## config.mk

```make
export PLATFORM = sky130hd
export DESIGN_NAME = irp_relay_ports
export DESIGN_NICKNAME = d
export VERILOG_FILES = /design/src/irp_pkg.sv /design/src/irp_latch.sv /design/src/irp_relay_ports.sv
export SDC_FILE = /design/constraint.sdc
export NUM_CORES = 1
export LEC_CHECK = 0
export ABC_AREA = 0
export BUFFER_PORTS_ARGS = -buffer_cell sky130_fd_sc_hd__buf_2
export CAP_MARGIN = 20
export CORE_MARGIN = 2
export CORE_UTILIZATION = 45
export CTS_CLUSTER_DIAMETER = 50
export DETAILED_ROUTE_END_ITERATION = 7
export HOLD_SLACK_MARGIN = 0.02
export PLACE_DENSITY_LB_ADDON = 0.08
export SLEW_MARGIN = 30
export SYNTH_ARGS = -nofsm -noshare
export SYNTH_HDL_FRONTEND = slang
export SYNTH_SLANG_ARGS = --single-unit
```

## constraint.sdc

```tcl
create_clock -name clock -period 1.8 [get_ports clock]
set_input_delay 0.36 -clock clock [delete_from_list [all_inputs] [get_ports clock]]
set_output_delay 0.36 -clock clock [all_outputs]
set_load 0.01 [all_outputs]
```

## src/irp_pkg.sv

```systemverilog
// constants and carrier types for the isa relay output ports
// assumes isa i/o cycles are presented synchronous to clock
//
// Summary of operation
// - offsets zero and one above the base hold no port and do nothing.
// - the low relay port sits at base plus two and is written and read.
// - the high relay port sits at base plus three and is written and read.
// - a read of a relay port returns the inverse of the byte driving its relays.
// - relays rest open, a one written to a bit closes that relay, a zero leaves it open.
// - only the two relay ports take writes, writes elsewhere change nothing.
// - each port address is the configured base plus its fixed offset.
// - a closed switch demands a zero in its address bit and an open one demands a one.
// - address bit nine must be one and the two lowest bits pick one of four locations.
package irp_pkg;

  // ----------------------------------------
  // address layout
  // ----------------------------------------
  localparam int          IRP_ADDR_W      = 10;
  localparam int          IRP_SW_W        = 7;
  localparam int          IRP_SW_LSB      = 2;
  localparam int          IRP_A9_BIT      = 9;
  localparam logic [1:0]  IRP_OFS_UNUSED0 = 2'h0;
  localparam logic [1:0]  IRP_OFS_UNUSED1 = 2'h1;
  localparam logic [1:0]  IRP_OFS_LOW     = 2'h2;
  localparam logic [1:0]  IRP_OFS_HIGH    = 2'h3;

  // ----------------------------------------
  // reset values
  // ----------------------------------------
  localparam logic [7:0]  IRP_RELAY_RST   = 8'h00;
  localparam logic [7:0]  IRP_DATA_RST    = 8'h00;

  // ----------------------------------------
  // carrier
  // ----------------------------------------
  typedef struct packed {
    logic [IRP_ADDR_W-1:0] addr;
    logic [7:0]            wdata;
    logic                  ior;
    logic                  iow;
    logic                  aen;
  } irp_bus_t;

  typedef struct packed {
    logic [7:0] high;
    logic [7:0] low;
  } irp_relays_t;

endpackage

```

## src/irp_latch.sv

```systemverilog
// one byte-wide relay latch with write strobe
// assumes strobe is already decoded and one cycle long per write
`timescale 1ns/10ps
`default_nettype none
module irp_latch #(
  parameter int W = 8
) (
  input  wire logic         clock,
  input  wire logic         rst,
  input  wire logic         we,
  input  wire logic [W-1:0] wdata,
  output var  logic [W-1:0] q
);
  import irp_pkg::*;

  // reset value and bus data are bytes, so nothing else is served
  if (W != 8) begin : g_bad_width
    $error("irp_latch supports only byte width");
  end

  always_ff @(posedge clock) begin
    if (rst) begin
      q <= W'(IRP_RELAY_RST);
    end else if (we) begin
      q <= wdata;
    end
  end
endmodule // irp_latch
`default_nettype wire

```

## src/irp_relay_ports.sv

```systemverilog
// top of the isa relay output ports: decode, latches, inverted readback
// assumes host strobes active high, one write counted per iow rising edge
`timescale 1ns/10ps
`default_nettype none
module irp_relay_ports (
  input  wire logic                           clock,
  input  wire logic                           rst,
  input  wire irp_pkg::irp_bus_t              bus,
  input  wire logic [irp_pkg::IRP_SW_W-1:0]   base_select_switches,
  output var  logic [7:0]                     rdata,
  output var  logic                           rdata_oe,
  output var  logic [7:0]                     low_relay_bits,
  output var  logic [7:0]                     high_relay_bits
);
  import irp_pkg::*;

  // ----------------------------------------
  // elaboration checks
  // ----------------------------------------
  // switch field must span exactly the bits between the offset and a9
  if (IRP_A9_BIT - IRP_SW_LSB != IRP_SW_W) begin : g_bad_switch_field
    $error("switch field does not fit the address layout");
  end
  // a9 has to be the top bit of the carried address
  if (IRP_ADDR_W != IRP_A9_BIT + 1) begin : g_bad_addr_width
    $error("address width must end at bit nine");
  end
  // two offset bits give exactly the four locations of the block
  if (IRP_SW_LSB != 2) begin : g_bad_offset_field
    $error("offset field must be two bits wide");
  end

  // ----------------------------------------
  // helpers
  // ----------------------------------------
  // one offset compare shared by both port selects
  function automatic logic offset_is(input logic [1:0] ofs, input logic [1:0] want);
    offset_is = (ofs == want);
  endfunction

  // ----------------------------------------
  // address decode
  // ----------------------------------------
  // closed switch reads as one on the input, hence the inversion
  wire logic [IRP_SW_W-1:0] base_bits = ~base_select_switches;
  wire logic [1:0]          offset    = bus.addr[1:0];
  wire logic                a9_ok     = bus.addr[IRP_A9_BIT];
  wire logic                base_hit  = !bus.aen && a9_ok &&
                                        (bus.addr[IRP_A9_BIT-1:IRP_SW_LSB] == base_bits);
  wire logic                hit_low   = base_hit && offset_is(offset, IRP_OFS_LOW);
  wire logic                hit_high  = base_hit && offset_is(offset, IRP_OFS_HIGH);
  wire logic                hit_port  = hit_low || hit_high;

  // write edge detect so a long iow pulse stores once
  logic iow_q;
  always_ff @(posedge clock) begin
    if (rst) iow_q <= 1'b0;
    else     iow_q <= bus.iow;
  end
  wire logic wr_edge = bus.iow && !iow_q;
  wire logic we_low  = wr_edge && hit_low;
  wire logic we_high = wr_edge && hit_high;

  // ----------------------------------------
  // relay latches
  // ----------------------------------------
  logic [7:0] low_q;
  logic [7:0] high_q;

  irp_latch #(.W(8)) u_low (
    .clock (clock),
    .rst   (rst),
    .we    (we_low),
    .wdata (bus.wdata),
    .q     (low_q)
  );

  irp_latch #(.W(8)) u_high (
    .clock (clock),
    .rst   (rst),
    .we    (we_high),
    .wdata (bus.wdata),
    .q     (high_q)
  );

  assign low_relay_bits  = low_q;
  assign high_relay_bits = high_q;

  // ----------------------------------------
  // readback
  // ----------------------------------------
  // unused offsets never drive the data bus
  wire logic       rd_hit = bus.ior && hit_port;
  wire logic [7:0] rd_d   = hit_high ? ~high_q : ~low_q;

  always_ff @(posedge clock) begin
    if (rst) begin
      rdata    <= IRP_DATA_RST;
      rdata_oe <= 1'b0;
    end else begin
      rdata    <= rd_hit ? rd_d : IRP_DATA_RST;
      rdata_oe <= rd_hit;
    end
  end
endmodule // irp_relay_ports
`default_nettype wire

```

==> reports/metrics.cfg <==
[cts]
worstSkewPairLatency_ns = 0.32
cts_inserted_buffers = 3
cts-resized-gates = 0
clock_sinks = 26
cts_root_buf = clkbuf_4
cts_setup_buffers = 0
cts_tree = yes
htreeDepth = 1
clockBufferDepth = 2
clkTransAtPathRegs_ns = 0.15
ctsHoldBuffers = 0

[floorplanning]
die-area_um2 = 3010
num_rows = 18
die_y_um = 54.8
die_x_um = 54.8
initial_core_util_pct = 47.3
io_pins = 55
core_area_um2 = 2450

[power_and_ir_drop]
pwr-share-comb_pct = 10.7
p_per_area_nw_per_um2 = 730
pwr-share-seq_pct = 52.5
swShare_pct = 22.9
p_leak_nw = 0.677
ir_drop_v = 0.000514
power_switching_uw = 252
clkPwrFrac_pct = 36.8
p_int_uw = 848

[route]
drc = 0
avgRoutedWirePerCell_um = 15.0
postRouteAntennaNets = 0
routed_wl_um = 3040
viasPerCell = 5.80
drt-initial-drc-count = 17
num_vias = 1171
firstDrtPassIters = 4

[final_layout]
utilization_pct = 61.4
diodes = 0
fin_nets = 203
fillers = 221
layout-drive-gt1-share_pct = 39.0
area_growth_syn_to_layout_pct = 29.7

[global_routing]
grt_util_all_layers_pct = 22.4
grt-ovfl-total = 0
antenna_found_initial = 0
grt_pass1_wl_um = 4740
grt_pass1_vias = 1070
grt_max_degree = 19

[worst_setup_path]
startpoint_type = flip-flop
crit_chain = nor4bb_1 -> nand3_1 -> o31ai_1 -> a21oi_1
timing.rr.start = iow_q$_SDFF_PP0_
setup.worst_path.start = iow_q$_SDFF_PP0_
path_delay_family = simple AND/OR/NAND/NOR gates
worst-path-buf-inv = 0
required_ns = 2.02
crit_type = flip-flop to flip-flop
crit_fanout = 8
crit_slowest_cell = dfxtp_1
max_stage_delay_ns = 0.34
critPathCaptureType = flip-flop
arrival_ns = 1.70

[synth]
yosys.cell_types.count = 22
synth_seq_cells = 26
syn-cell-area_um2 = 1160
yosysSeqAreaShare_pct = 44.8
syn_inst = 120
avgSynthCellArea_um2 = 9.69
synth_warnings = 0
synth_nets = 150

[sta]
worst_slack_ns = 0.314
tightestPinTransition_ns = 0.415
fmax_ghz = 0.673
post-route-period-util_pct = 82.6
finalSetupViolations = 0
hold_viol = 0
fin_setup_tns_ns = 0
layout_min_cycle_time_ns = 1.49
finClkSkew_ns = 0.00310
drv_slew = 0
rsz0062_at_grt = false
max_slew_margin_pct = 72.2

[min_path]
hold_path_class = primary input to flip-flop
worstHoldStart = bus[1]

[placed_design]
place_congestion = 0.768
dp_hpwl_um = 2150
portBuffers = 54
pre_cts_ws_ns = 0.109

[job]
max-cap-violations = 0

[status]
status = finished clean

==> kinds of logic (layout without fill, tap and decap cells) <==
| kind of cell | Yosys count | after routing | synth area share, % |
|---|---|---|---|
| buf+inv | 13 | 65 | 5.49 |
| xor+xnor | 6 | 6 | 4.52 |
| flops | 26 | 26 | 44.8 |
| simple gates | 35 | 35 | 22.0 |
| compound gates | 40 | 40 | 23.3 |
==> Yosys cell counts <==
master / n / share of area, %
dfxtp_1: 26 / 45
nand2_1: 2 / 0.65
nand3_1: 2 / 0.86
nor2b_1: 1 / 0.54
and3_1: 2 / 1.1
buf_4: 2 / 1.3
inv_1: 1 / 0.32
and4_1: 1 / 0.75
nand4b_1: 1 / 0.75
buf_2: 6 / 2.6
nor4bb_1: 1 / 0.86
o31ai_1: 16 / 10
a221oi_1: 8 / 6.0
nand4_4: 2 / 3.7
and4b_1: 2 / 1.7
and2_1: 2 / 1.1
nand4_1: 17 / 9.1
nor2_1: 1 / 0.32
xor2_1: 6 / 4.5
or2_2: 1 / 0.54
clkbuf_1: 4 / 1.3
a21oi_1: 16 / 6.9
==> registers in the layout, indices dropped and copies added (netlist names) <==
signal / cells
iow_q: 1
rdata: 8
rdata_oe: 1
u_high.q: 8
u_low.q: 8
==> area by class of cell <==
class	count	area (um2)	area share, %
Multi-Input combinational cell	81	578	38.3
Sequential cell	26	520	34.5
Timing Repair Buffer	60	315	20.9
Tap cell	30	37.5	2.49
Clock inverter	1	30.0	1.99
Clock buffer	3	22.5	1.49
Inverter	1	3.75	0.249
==> routing by layer <==
layer | routed length [um] | track usage (%)
met5 | 0 | 0
met2 | 1560 | 39.1
met1 | 1250 | 26.8
met3 | 215 | 3.83
met4 | 15 | 9.17
==> final timing paths <==
| path | end | slack (ns) | depth (start not counted) |
|---|---|---|---|
| worst max-delay path | u_low.q[5]$_SDFFE_PP0P_ | 0.31 | 4 |
| worst min-delay path | iow_q$_SDFF_PP0_ | 0.29 | 2 |
| worst max register to register | u_low.q[5]$_SDFFE_PP0P_ | 0.31 | 4 |
| worst min register to register | rdata[6]$_SDFF_PP0_ | 0.49 | 1 |
==> power by group through the flow <==
stage,Sequential (mW),Combinational [mW],Clock [mW]
3_5_place_dp,0.590,0.117,0
3_3_place_gp,0.590,0.114,0
4_1_cts,0.578,0.117,0.413
6_report,0.578,0.118,0.405
2_1_floorplan,0.590,0.0633,0
5_1_grt,0.578,0.128,0.439
==> cell usage in the layout, fill, tap and decap left out, drive strengths merged <==
master / netlist / layout
buf: 8 / 60
dfxtp: 26 / 26
nand4: 19 / 19
o31ai: 16 / 16
a21oi: 16 / 16
a221oi: 8 / 8
xor2: 6 / 6
clkbuf: 4 / 3
and2: 2 / 2
nand2: 2 / 2
and4b: 2 / 2
nand3: 2 / 2
and3: 2 / 2
or2: 1 / 1
and4: 1 / 1
nor2: 1 / 1
nand4b: 1 / 1
nor4bb: 1 / 1
nor2b: 1 / 1
inv: 1 / 1
bufinv: 0 / 1
==> through the flow <==
step	hold WS, ns	cells	cell area (um2)	total power [mW]
global placement	0.461	198	1460	0.704
CTS	0.276	202	1510	1.11
detailed placement	0.471	198	1460	0.707
floorplan	0.488	120	1160	0.653
global route	0.270	202	1510	1.15
finish	0.288	202	1510	1.10
Note: power is estimated with default switching activity, not from simulation.
